===== config.mk =====
export PLATFORM = sky130hd
export DESIGN_NAME = irq_controller
export DESIGN_NICKNAME = d
export VERILOG_FILES = /design/src/irq_ctl_pkg.sv /design/src/irq_arbiter.sv /design/src/irq_controller.sv
export SDC_FILE = /design/constraint.sdc
export NUM_CORES = 1
export LEC_CHECK = 0
export ABC_AREA = 1
export BUFFER_PORTS_ARGS = -buffer_cell sky130_fd_sc_hd__buf_2
export CAP_MARGIN = 20
export CORE_MARGIN = 4
export CORE_UTILIZATION = 55
export DETAILED_ROUTE_END_ITERATION = 8
export PLACE_DENSITY = 0.8
export SLEW_MARGIN = 10
export SYNTH_ARGS = -nofsm -noshare
export SYNTH_HDL_FRONTEND = slang
export SYNTH_SLANG_ARGS = --single-unit

===== constraint.sdc =====
create_clock -name pclk -period 2.5 [get_ports pclk]
set_input_delay 0.125 -clock pclk [delete_from_list [all_inputs] [get_ports pclk]]
set_output_delay 0.125 -clock pclk [all_outputs]
set_load 0.005 [all_outputs]

===== src/irq_ctl_pkg.sv =====
// Package with offsets, field positions, reset values and timing for the interrupt controller
package irq_ctl_pkg;

    // ****************************************
    // Sizes
    // ****************************************
    localparam int NUM_SRC = 19;
    localparam int IDX_W = 5;
    localparam int VEC_W = 16;
    localparam int ADDR_W = 8;

    // ****************************************
    // Register offsets (byte addresses)
    // ****************************************
    localparam logic [ADDR_W-1:0] MAIN_SOURCE_MASK_OFS = 8'h00;
    localparam logic [ADDR_W-1:0] EXTENDED_MASK_ONE_OFS = 8'h04;
    localparam logic [ADDR_W-1:0] EXTENDED_MASK_TWO_OFS = 8'h08;
    localparam logic [ADDR_W-1:0] MAIN_LEVEL_SELECT_OFS = 8'h0c;
    localparam logic [ADDR_W-1:0] EXTENDED_LEVEL_ONE_OFS = 8'h10;
    localparam logic [ADDR_W-1:0] EXTENDED_LEVEL_TWO_OFS = 8'h14;
    localparam logic [ADDR_W-1:0] PENDING_FLAGS_OFS = 8'h18;
    localparam logic [ADDR_W-1:0] CONTROLLER_STATUS_OFS = 8'h1c;

    // ****************************************
    // Fields and reset values
    // ****************************************
    localparam int GATE_BIT = 7;
    localparam logic [7:0] MASK_RESET = 8'h00;
    localparam logic [7:0] LEVEL_RESET = 8'h00;
    localparam logic [7:0] MAIN_LEVEL_READ_TOP = 8'h80;
    localparam logic [NUM_SRC-1:0] PENDING_RESET = 19'h00000;
    localparam logic [IDX_W-1:0] RESERVED_IDX = 5'h11;
    localparam logic [NUM_SRC-1:0] USABLE_SRC = 19'h5ffff;
    localparam logic [NUM_SRC-1:0] HW_CLEAR_SRC = 19'h0000f;

    // ****************************************
    // Vectors and timing
    // ****************************************
    localparam logic [VEC_W-1:0] RESET_VECTOR = 16'h0000;
    localparam logic [VEC_W-1:0] VECTOR_BASE = 16'h0003;
    localparam int VECTOR_STEP_SHIFT = 3;
    localparam int CLK_PERIOD_NS = 40;
    localparam int DETECT_CYCLES = 1;
    localparam int LONG_CALL_CYCLES = 5;
    localparam logic [2:0] LONG_CALL_LAST = 3'(LONG_CALL_CYCLES - 1);

endpackage


===== src/irq_arbiter.sv =====
// Fixed-order two-level winner picker for the interrupt controller
`timescale 1ns/10ps
module irq_arbiter (
    input wire logic [irq_ctl_pkg::NUM_SRC-1:0] active, // Pending, enabled, gated sources
    input wire logic [irq_ctl_pkg::NUM_SRC-1:0] level_high, // Level select per source
    output logic any_active, // Some source requests
    output logic any_high, // Some high-level source requests
    output logic win_high, // Winner sits at high level
    output logic [irq_ctl_pkg::IDX_W-1:0] win_idx // Winner order index
);
    import irq_ctl_pkg::*;

    logic [NUM_SRC-1:0] act_hi;
    logic [NUM_SRC-1:0] act_lo;

    // Split requests by level, one slot per source
    genvar g;
    generate
        for (g = 0; g < NUM_SRC; g++) begin : split
            assign act_hi[g] = active[g] & level_high[g];
            assign act_lo[g] = active[g] & ~level_high[g];
        end
    endgenerate

    // High level first, then smallest order index
    always_comb begin
        any_active = |active;
        any_high = |act_hi;
        win_high = any_high;
        win_idx = '0;
        for (int i = NUM_SRC - 1; i >= 0; i--) begin
            if (any_high ? act_hi[i] : act_lo[i]) begin
                win_idx = IDX_W'(i);
            end
        end
    end

endmodule


===== src/irq_controller.sv =====
// Two-level vectored interrupt controller with APB register access
`timescale 1ns/10ps
module irq_controller (
    input wire logic pclk, // System clock, 25 MHz
    input wire logic presetn, // Asynchronous reset, active low
    input wire logic psel, // APB select
    input wire logic penable, // APB access phase
    input wire logic pwrite, // APB write
    input wire logic [irq_ctl_pkg::ADDR_W-1:0] paddr, // APB byte address
    input wire logic [31:0] pwdata, // APB write data
    output logic [31:0] prdata, // APB read data
    output logic pready, // APB ready
    output logic pslverr, // APB error on unmapped address
    input wire logic [irq_ctl_pkg::NUM_SRC-1:0] src_event, // Source valid-condition pulses
    input wire logic cpu_instr_end, // Pulse: an instruction other than return completes
    input wire logic cpu_next_multi, // Instruction after the ending one is multi-cycle
    input wire logic cpu_return_from_interrupt_end, // Pulse: return_from_interrupt completes
    input wire logic cpu_stall, // CPU stalled by memory write or buffer access
    output logic irq_request, // Registered request toward the CPU
    output logic call_busy, // Long call in progress
    output logic call_start, // Pulse: long call begins
    output logic [irq_ctl_pkg::VEC_W-1:0] call_vector, // Long call target address
    output logic [irq_ctl_pkg::IDX_W-1:0] call_index, // Order index being served
    output logic in_service_low, // Low-level service routine active
    output logic in_service_high // High-level service routine active
);
    import irq_ctl_pkg::*;

    // ****************************************
    // State
    // ****************************************
    typedef enum logic {PH_IDLE, PH_CALL} call_phase_type;

    typedef struct packed {
        logic [7:0] mask_main;
        logic [7:0] mask_ext1;
        logic [7:0] mask_ext2;
        logic [7:0] lvl_main;
        logic [7:0] lvl_ext1;
        logic [7:0] lvl_ext2;
        logic [NUM_SRC-1:0] pending;
        logic req;
        logic win_high;
        logic [IDX_W-1:0] win_idx;
        logic svc_low;
        logic svc_high;
        logic dis_recent;
        call_phase_type phase;
        logic [2:0] call_cnt;
        logic call_busy;
        logic call_start;
        logic [IDX_W-1:0] call_idx;
        logic [VEC_W-1:0] call_vec;
        logic [31:0] prdata;
        logic pready;
        logic pslverr;
    } ctl_state_type;

    localparam ctl_state_type STATE_RESET = '{
        mask_main: MASK_RESET,
        mask_ext1: MASK_RESET,
        mask_ext2: MASK_RESET,
        lvl_main: LEVEL_RESET,
        lvl_ext1: LEVEL_RESET,
        lvl_ext2: LEVEL_RESET,
        pending: PENDING_RESET,
        req: 1'b0,
        win_high: 1'b0,
        win_idx: '0,
        svc_low: 1'b0,
        svc_high: 1'b0,
        dis_recent: 1'b0,
        phase: PH_IDLE,
        call_cnt: '0,
        call_busy: 1'b0,
        call_start: 1'b0,
        call_idx: '0,
        call_vec: RESET_VECTOR,
        prdata: '0,
        pready: 1'b0,
        pslverr: 1'b0
    };

    ctl_state_type st_reg;
    ctl_state_type st_next;

    logic [NUM_SRC-1:0] enables;
    logic [NUM_SRC-1:0] levels;
    logic [NUM_SRC-1:0] active;
    logic any_active;
    logic any_high;
    logic arb_high;
    logic [IDX_W-1:0] arb_idx;
    logic take;
    logic level_ok;
    logic wr_en;
    logic setup;
    logic [31:0] rd_val;
    logic rd_hit;

    // ****************************************
    // Request gating and arbitration
    // ****************************************

    // Source n uses enable and level bit n of the joined registers
    assign enables = {st_reg.mask_ext2[3:0], st_reg.mask_ext1, st_reg.mask_main[6:0]};
    assign levels = {st_reg.lvl_ext2[3:0], st_reg.lvl_ext1, st_reg.lvl_main[6:0]};
    assign active = st_reg.pending & enables & USABLE_SRC & {NUM_SRC{st_reg.mask_main[GATE_BIT]}};

    irq_arbiter u_arbiter (
        .active(active),
        .level_high(levels),
        .any_active(any_active),
        .any_high(any_high),
        .win_high(arb_high),
        .win_idx(arb_idx)
    );

    // Only a level above the one in service may start a call
    assign level_ok = st_reg.win_high ? !st_reg.svc_high : !(st_reg.svc_low || st_reg.svc_high);

    // Call only at an instruction end, never at a return end or during a stall
    assign take = st_reg.req && cpu_instr_end && !cpu_return_from_interrupt_end && (st_reg.phase == PH_IDLE) && !cpu_stall
                  && level_ok && !(st_reg.dis_recent && cpu_next_multi);

    // ****************************************
    // APB decode
    // ****************************************
    assign setup = psel && !penable;
    assign wr_en = psel && penable && pwrite && st_reg.pready && !st_reg.pslverr;

    // Read mux, unmapped addresses flagged
    always_comb begin
        rd_val = '0;
        rd_hit = 1'b1;
        case (paddr)
            MAIN_SOURCE_MASK_OFS: rd_val = {24'h000000, st_reg.mask_main};
            EXTENDED_MASK_ONE_OFS: rd_val = {24'h000000, st_reg.mask_ext1};
            EXTENDED_MASK_TWO_OFS: rd_val = {24'h000000, st_reg.mask_ext2};
            MAIN_LEVEL_SELECT_OFS: rd_val = {24'h000000, st_reg.lvl_main | MAIN_LEVEL_READ_TOP};
            EXTENDED_LEVEL_ONE_OFS: rd_val = {24'h000000, st_reg.lvl_ext1};
            EXTENDED_LEVEL_TWO_OFS: rd_val = {24'h000000, st_reg.lvl_ext2};
            PENDING_FLAGS_OFS: rd_val = {13'h0000, st_reg.pending};
            // Status word: winner index, winner level, request, busy, service levels
            CONTROLLER_STATUS_OFS: rd_val = {22'h000000, st_reg.svc_high, st_reg.svc_low, st_reg.call_busy,
                                             st_reg.req, st_reg.win_high, st_reg.win_idx};
            default: rd_hit = 1'b0;
        endcase
    end

    // ****************************************
    // Next state
    // ****************************************
    always_comb begin
        st_next = st_reg;
        st_next.call_start = 1'b0;

        // Bus answer: ready in the first access cycle
        st_next.pready = setup;
        st_next.pslverr = setup && !rd_hit;
        if (setup) begin
            st_next.prdata = pwrite ? 32'h00000000 : rd_val;
        end

        // Register writes
        if (wr_en) begin
            case (paddr)
                MAIN_SOURCE_MASK_OFS: st_next.mask_main = pwdata[7:0];
                EXTENDED_MASK_ONE_OFS: st_next.mask_ext1 = pwdata[7:0];
                EXTENDED_MASK_TWO_OFS: st_next.mask_ext2 = pwdata[7:0];
                MAIN_LEVEL_SELECT_OFS: st_next.lvl_main = {1'b0, pwdata[6:0]};
                EXTENDED_LEVEL_ONE_OFS: st_next.lvl_ext1 = pwdata[7:0];
                EXTENDED_LEVEL_TWO_OFS: st_next.lvl_ext2 = pwdata[7:0];
                PENDING_FLAGS_OFS: st_next.pending = pwdata[NUM_SRC-1:0] & USABLE_SRC;
                default: st_next.pending = st_reg.pending;
            endcase
        end

        // Note any enable being cleared until the next instruction end
        if (cpu_instr_end) begin
            st_next.dis_recent = 1'b0;
        end
        if (wr_en && (((paddr == MAIN_SOURCE_MASK_OFS) && |(st_reg.mask_main & ~pwdata[7:0]))
                      || ((paddr == EXTENDED_MASK_ONE_OFS) && |(st_reg.mask_ext1 & ~pwdata[7:0]))
                      || ((paddr == EXTENDED_MASK_TWO_OFS) && |(st_reg.mask_ext2 & ~pwdata[7:0])))) begin
            st_next.dis_recent = 1'b1;
        end

        // Detect: request and winner refreshed every clock
        st_next.req = any_active;
        st_next.win_high = arb_high;
        st_next.win_idx = arb_idx;

        // Long call sequencing
        case (st_reg.phase)
            PH_IDLE: begin
                if (take) begin
                    st_next.phase = PH_CALL;
                    st_next.call_cnt = LONG_CALL_LAST;
                    st_next.call_busy = 1'b1;
                    st_next.call_start = 1'b1;
                    st_next.call_idx = st_reg.win_idx;
                    st_next.call_vec = VEC_W'(VECTOR_BASE + (VEC_W'(st_reg.win_idx) << VECTOR_STEP_SHIFT));
                    if (st_reg.win_high) begin
                        st_next.svc_high = 1'b1;
                    end else begin
                        st_next.svc_low = 1'b1;
                    end
                    if (HW_CLEAR_SRC[st_reg.win_idx]) begin
                        st_next.pending[st_reg.win_idx] = 1'b0;
                    end
                end
            end
            PH_CALL: begin
                if (st_reg.call_cnt == 3'h0) begin
                    st_next.phase = PH_IDLE;
                    st_next.call_busy = 1'b0;
                end else begin
                    st_next.call_cnt = st_reg.call_cnt - 3'h1;
                end
            end
            default: begin
                st_next.phase = PH_IDLE;
                st_next.call_busy = 1'b0;
            end
        endcase

        // Return ends the highest level in service
        if (cpu_return_from_interrupt_end) begin
            if (st_reg.svc_high) begin
                st_next.svc_high = 1'b0;
            end else begin
                st_next.svc_low = 1'b0;
            end
        end

        // Hardware events set flags last so a set beats any clear
        st_next.pending = st_next.pending | (src_event & USABLE_SRC);
    end

    // ****************************************
    // State register
    // ****************************************
    always_ff @(posedge pclk or negedge presetn) begin
        if (!presetn) begin
            st_reg <= STATE_RESET;
        end else begin
            st_reg <= st_next;
        end
    end

    // ****************************************
    // Outputs
    // ****************************************
    assign prdata = st_reg.prdata;
    assign pready = st_reg.pready;
    assign pslverr = st_reg.pslverr;
    assign irq_request = st_reg.req;
    assign call_busy = st_reg.call_busy;
    assign call_start = st_reg.call_start;
    assign call_vector = st_reg.call_vec;
    assign call_index = st_reg.call_idx;
    assign in_service_low = st_reg.svc_low;
    assign in_service_high = st_reg.svc_high;
endmodule


* Word level (Yosys, flattened, before mapping) *
Memory sizes are Yosys's and may differ from the RTL's.
Cells that the tools add are included.

storage, ports and cells
  register bits = 137
  ROM bits = 32
  memories = 1

memory list
  name             depth  width  read ports  clocked after Yosys merged registers in  wr ports  line                   text
  (no name shown)  32     1      1           0                                        0         irq_controller.sv:209  if (HW_CLEAR_SRC[st_reg.win_idx]) begin

operators by class
  add/subtract/negate cells = 2
  order comparisons = 2
  equal/unequal tests = 10
  muxes and demuxes = 65
  bitwise logic cells = 67
  reductions and logical operators = 47

operator list
  operator               number
  $pmux W19 S8           1
  $mux W19               5
  $mux W5                19
  $and A19 B19 Y19       3
  $and A1 B1 Y1          38
  $reduce_or A19 Y1      2
  $eq A8 B5 Y1 const B   4
  $mux W32               1
  $reduce_or A8 Y1       4
  $mux W1                31
  $mux W27               1
  $and A8 B8 Y8          3
  $mux W22               1
  $not A1 Y1             20
  $not A19 Y19           1
  $or A19 B19 Y19        1
  $logic_and A1 B1 Y1    18
  $reduce_and A2 Y1      9
  $eq A8 B4 Y1 const B   2
  $pmux W5 S2            1
  $add A2 B8 Y9 const A  1
  $eq A8 B3 Y1 const B   1
  $logic_not A1 Y1       8
  $logic_not A8 Y1       1
  12 further kinds       17

* Logic depth before layout (Yosys ltp) *
  depth in word-level cells = 24
  gate-level depth with buffers = 25
  depth with buffers taken out = 23

* Cells and area by module *
From an unflattened synthesis, not the netlist that was laid out.

unflattened totals
  cells, all modules = 825
  area total of the unflattened synthesis = 6,145.9 um2

by module, submodules not included
  module          times used  cells each  area an instance (um2)  sequential area each (um2)
  irq_controller  1           711         5,616.6                 2,727.6
  irq_arbiter     1           114         529.3                   0.0

* Worst setup path before layout *
Ideal clock, no wire load.

  path type = register to register
  from = register st_reg[137] (netlist bit)
  to = register st_reg[64] (netlist bit)
  data arrival time = 1.971 ns
  data required time = 2.427 ns
  slack = 0.456 ns
  cell stages (with the launch flop) = 23
  path buffers = 2
  period minus slack after synthesis = 2.044 ns
  cell sequence = dfrtp_1 -> buf_6 -> buf_8 -> nand3_4 -> nor2_2 -> nor2_2 -> nand2_2 -> nor2_4 -> nand3_4 -> inv_2 -> nor2_1 -> or2_0 -> nand2_1 -> nand2_1 -> nand2_1 -> nand2_1 -> nand2_1 -> nand2_1 -> nand2_1 -> nand2_1 -> nand2_1 -> nand2_1 -> a21oi_2

between the ends
  longest elaborated chain between the ends = 22

RTL lines
  element                 line                   text
  start, declared         irq_controller.sv:84   ctl_state_type st_reg;
  start signal, assigned  irq_controller.sv:248  st_reg <= st_next;
  $and A19 B19 Y19 *      irq_controller.sv:108  assign active = st_reg.pending & enables & USABLE_SRC & {NUM_SRC{st_reg.mask_main[GATE_BIT]}};
  $and A1 B1 Y1           irq_arbiter.sv:20      assign act_hi[g] = active[g] & level_high[g];
  $reduce_or A19 Y1 *     irq_arbiter.sv:28      any_high = |act_hi;
  named net any_high      irq_controller.sv:91   logic any_high;
  $mux W1                 irq_arbiter.sv:32      if (any_high ? act_hi[i] : act_lo[i]) begin
  $mux W5 (17 in series)  irq_arbiter.sv:32
  $mux W5 *               irq_arbiter.sv:32
  named net arb_idx[0]    irq_controller.sv:93   logic [IDX_W-1:0] arb_idx;

The timed path passes the listed nets; every way through them passes the cells marked *.
A chain may end at the register's enable or synchronous reset.

* Worst setup path after layout *
Ends and elaborated chain as after synthesis.

==> impl_metrics.yaml <==
outcome:
  run_status: "completed"
timing:
  grt_setup_unrepaired: "yes"
  period_share_pct: 93.0
  timing.final.setup_violations: 0
  final.setup_skew_ns: 0.0130
  fmax_ghz: 0.430
  slew_violations: 0
  tightestPinTransition_ns: 0.672
  max_slew_margin_pct: 54.8
  finalHoldViolations: 0
  post-route-worst-setup-slack_ns: 0.174
  final.min_clock_period_ns: 2.33
yosys:
  gate_count_of_the_mapped_netlist: 748
  postSynth.asyncResetShare_pct: 100
  post_synthesis_instance_area_um2: 5960
  syn-mean-instance-area_um2: 7.97
  synth-edff-count: 0
  ys_seq_elements: 109
  yosys_warnings: 0
  synth_cell_type_count: 44
  ys_seq_area_share_pct: 45.8
  commonest_register_cell_after_synthesis: "dfrtp_1"
cts:
  cts.sinks: 109
  root_buffer: "clkbuf_8"
  clock_latency_on_the_worst_skew_pair_ns: 0.39
  cts_tree: "built"
  cts-buffers-inserted: 9
  cts.htree.levels: 3
  clk_pin_slew_ns: 0.12
  clock_path_buffers: 2
finish:
  n_fill_cell: 906
  largest_reg_flops: 39
  final_net_count: 927
  layout-drive-gt1-share_pct: 19.4
  syn_to_final_growth_pct: 16.6
  stdcell_count: 998
  antenna-diode-count: 0
  fin_area_um2: 6950
pwr:
  static-leakage-power_nw: 3.47
  max_ir_drop_vdd_uv: 306
  power_density_nw_per_um2: 446
placement:
  dp_slack_ns: 0.0496
  place.gp.congestion: 1.01
  port-buffer-count: 90
  placed_cells: 950
  hpwlAfterDp_um: 14000
  post_dp_cell_area_um2: 6390
min_path:
  hp-class: "input port to flip-flop"
  min_path_cells: 3
  worst_hold_path.endpoint: "st_reg[73]"
  worstHoldStart: "pwdata[2]"
routing:
  detailroute.wirelength.met3_um: 1480
  postRouteAntennaNets: 0
  detailedRoute.firstPassIterationCount: 6
  route.met2.wl_um: 8680
  wl_met1_um: 8100
  drt_wirelength_um: 18600
  routed_via_density: 5.66
  wl_per_cell_um: 18.7
  highest-signal-layer: "met4"
  drtIter0Drc: 518
  drt_drc_violations_left: 0
  dr_total_vias: 5651
worst_setup_path:
  rr_endpoint: "st_reg[64]"
  cp_data_arrival_time_ns: 2.65
  timing.critical_path.required_ns: 2.83
  timing.critical_path.to_type: "flip-flop"
  critical_path.most_common_cell: "nand2_1"
  slowest_stage: "dfrtp_1"
  rr_worst_depth: 21
  critPathMaxStageDelay_ns: 0.42
  critical_path.startpoint_type: "flip-flop"
  list_of_cells_traversed_by_the_critical_path: "buf_12 > nand3_2 > nor2_1 > nor2_1 > nand2_2 > nor2_4 > nand3_4 > inv_8 > nor2_1 > or2_0 > nand2_1 > nand2_1 > nand2_1 > nand2_1 > nand2_1 > nand2_1 > nand2_1 > nand2_1 > nand2_1 > nand2_1 > a21oi_2"
  reg2reg_from: "st_reg[137]"
  worstPathBufferInverterCount: 2
  type_of_the_worst_setup_path: "flip-flop to flip-flop"
  critical-path-top-delay-family: "simple AND/OR/NAND/NOR gates"
  worst-r2r-setup-slack_ns: 0.17
  critical_path.max_fanout: 16
  timing.critical_path.from: "st_reg[137]"
global_route:
  track_usage_pct: 29.7
  pin_count_of_the_biggest_net_entering_global_routing: 62
  globalRoute.totalOverflow: 0
  grt_first_pass_wirelength_um: 29400
  vias_in_the_first_global_route: 5511
  grt_antenna_before_repair: 0
floorplanning:
  core_area_um2: 10400
  die-height_um: 112
  ios: 128
  start_util_pct: 57.2
  die_w_um: 112
  floorplan.die_area_um2: 12600
  fp-row-count: 37
flow_run:
  cap_violations: 0
worst max path at each step:
stage | end | slack [ns] | depth (start not counted)
after floorplan | st_reg[64] | 0.46 | 22
after global placement | st_reg[64] | 0.10 | 21
after detailed placement | st_reg[64] | 0.05 | 21
after CTS | st_reg[64] | 0.02 | 21
after global routing | st_reg[64] | -0.03 | 21
final | st_reg[64] | 0.17 | 21
cell usage after synthesis (all sizes together), types with 5 or more instances:
master / count / share of area (%)
nor3: 12 / 1.0
o22ai: 8 / 0.84
nor2: 60 / 4.3
inv: 86 / 5.4
clkbuf: 13 / 0.82
o31ai: 11 / 1.4
o21ai: 110 / 9.2
dfrtp: 109 / 46
nand2: 159 / 10
buf: 59 / 7.5
a21oi: 34 / 2.9
nand4: 15 / 1.6
a221oi: 12 / 1.8
o21bai: 5 / 0.69
nand3: 33 / 3.7
placed cells by master, fill, tap and decap left out, types with 2 or more instances in the layout:
cell type / synthesis / routed
a31o_2: 2 / 2
conb_1: 1 / 22
o21bai_1: 4 / 4
nand4_1: 15 / 15
nand2_1: 155 / 155
nor2_4: 2 / 2
nor2_2: 6 / 7
inv_8: 0 / 2
o2111ai_1: 2 / 2
buf_12: 0 / 2
ha_1: 2 / 2
dlygate4sd3_1: 0 / 31
a32o_1: 2 / 2
nand3_4: 2 / 2
a31oi_1: 2 / 2
buf_2: 2 / 89
clkbuf_8: 0 / 9
nor3_1: 12 / 12
clkinv_4: 0 / 3
o21ai_0: 108 / 107
inv_2: 3 / 2
and2_1: 2 / 2
nand3_1: 25 / 21
nand3_2: 6 / 10
nand2_2: 4 / 4
o31ai_1: 11 / 11
o22ai_1: 8 / 8
nor2_1: 52 / 51
o21ai_1: 2 / 3
dfrtp_1: 109 / 109
buf_4: 53 / 27
inv_1: 83 / 83
a221oi_1: 12 / 12
a21oi_1: 33 / 33
tightest hold or removal path: stages:
cell	delay [ns]
buf_2	0.10
o21ai_0	0.08
o21bai_1	0.13
stage by stage:
stage	setup TNS, ns	utilization, %	hold slack, ns	total power [mW]
global route	-0.0340	66.7	0.0831	3.20
CTS	0	66.3	0.0736	3.09
global placement	0	61.3	0.169	1.96
finish	0	66.7	0.0745	3.10
floorplan	0	-	-0.171	1.88
detailed placement	0	61.3	0.175	1.96
metal layers:
layer	global-route usage, %	vias up
li1	-	2639
met1	41.7	2715
met2	48.1	266
met5	0	-
met4	7.21	0
met3	5.61	31
timing repair:
action,CTS,global route
gates resized for setup,0,9
endpoints found under the hold margin,69,0
hold buffers,31,0
setup buffers,0,1
endpoints found under the setup margin,0,4
cell type report:
class | count | area (µm²) | share of cell area, %
flip-flops and latches | 109 | 2730 | 39.3
multi-input cells | 501 | 2510 | 36.1
repair buffers | 149 | 998 | 14.4
inverters | 87 | 334 | 4.81
well taps | 136 | 170 | 2.45
clock buffers | 9 | 124 | 1.78
clock inverters | 7 | 83.8 | 1.21
logic make-up (layout without fill, tap and decap cells):
logic type / after synthesis / count (layout) / share of synthesized area [%]
compound gates: 192 / 192 / 18.5
fa+ha+maj: 2 / 2 / 0.420
buf+inv: 159 / 252 / 13.8
flops: 109 / 109 / 45.8
other cells: 1 / 22 / 0.0629
simple gates: 285 / 285 / 21.4
power by group:
group          total [mW]  switching, mW  leakage (nW)  internal [mW]
clock network        1.13          0.652         0.102          0.479
logic               0.199          0.120          1.96         0.0789
registers            1.77        0.00406          1.41           1.77
total                3.10          0.776          3.47           2.33
Note: power is estimated with default switching activity, not from simulation.
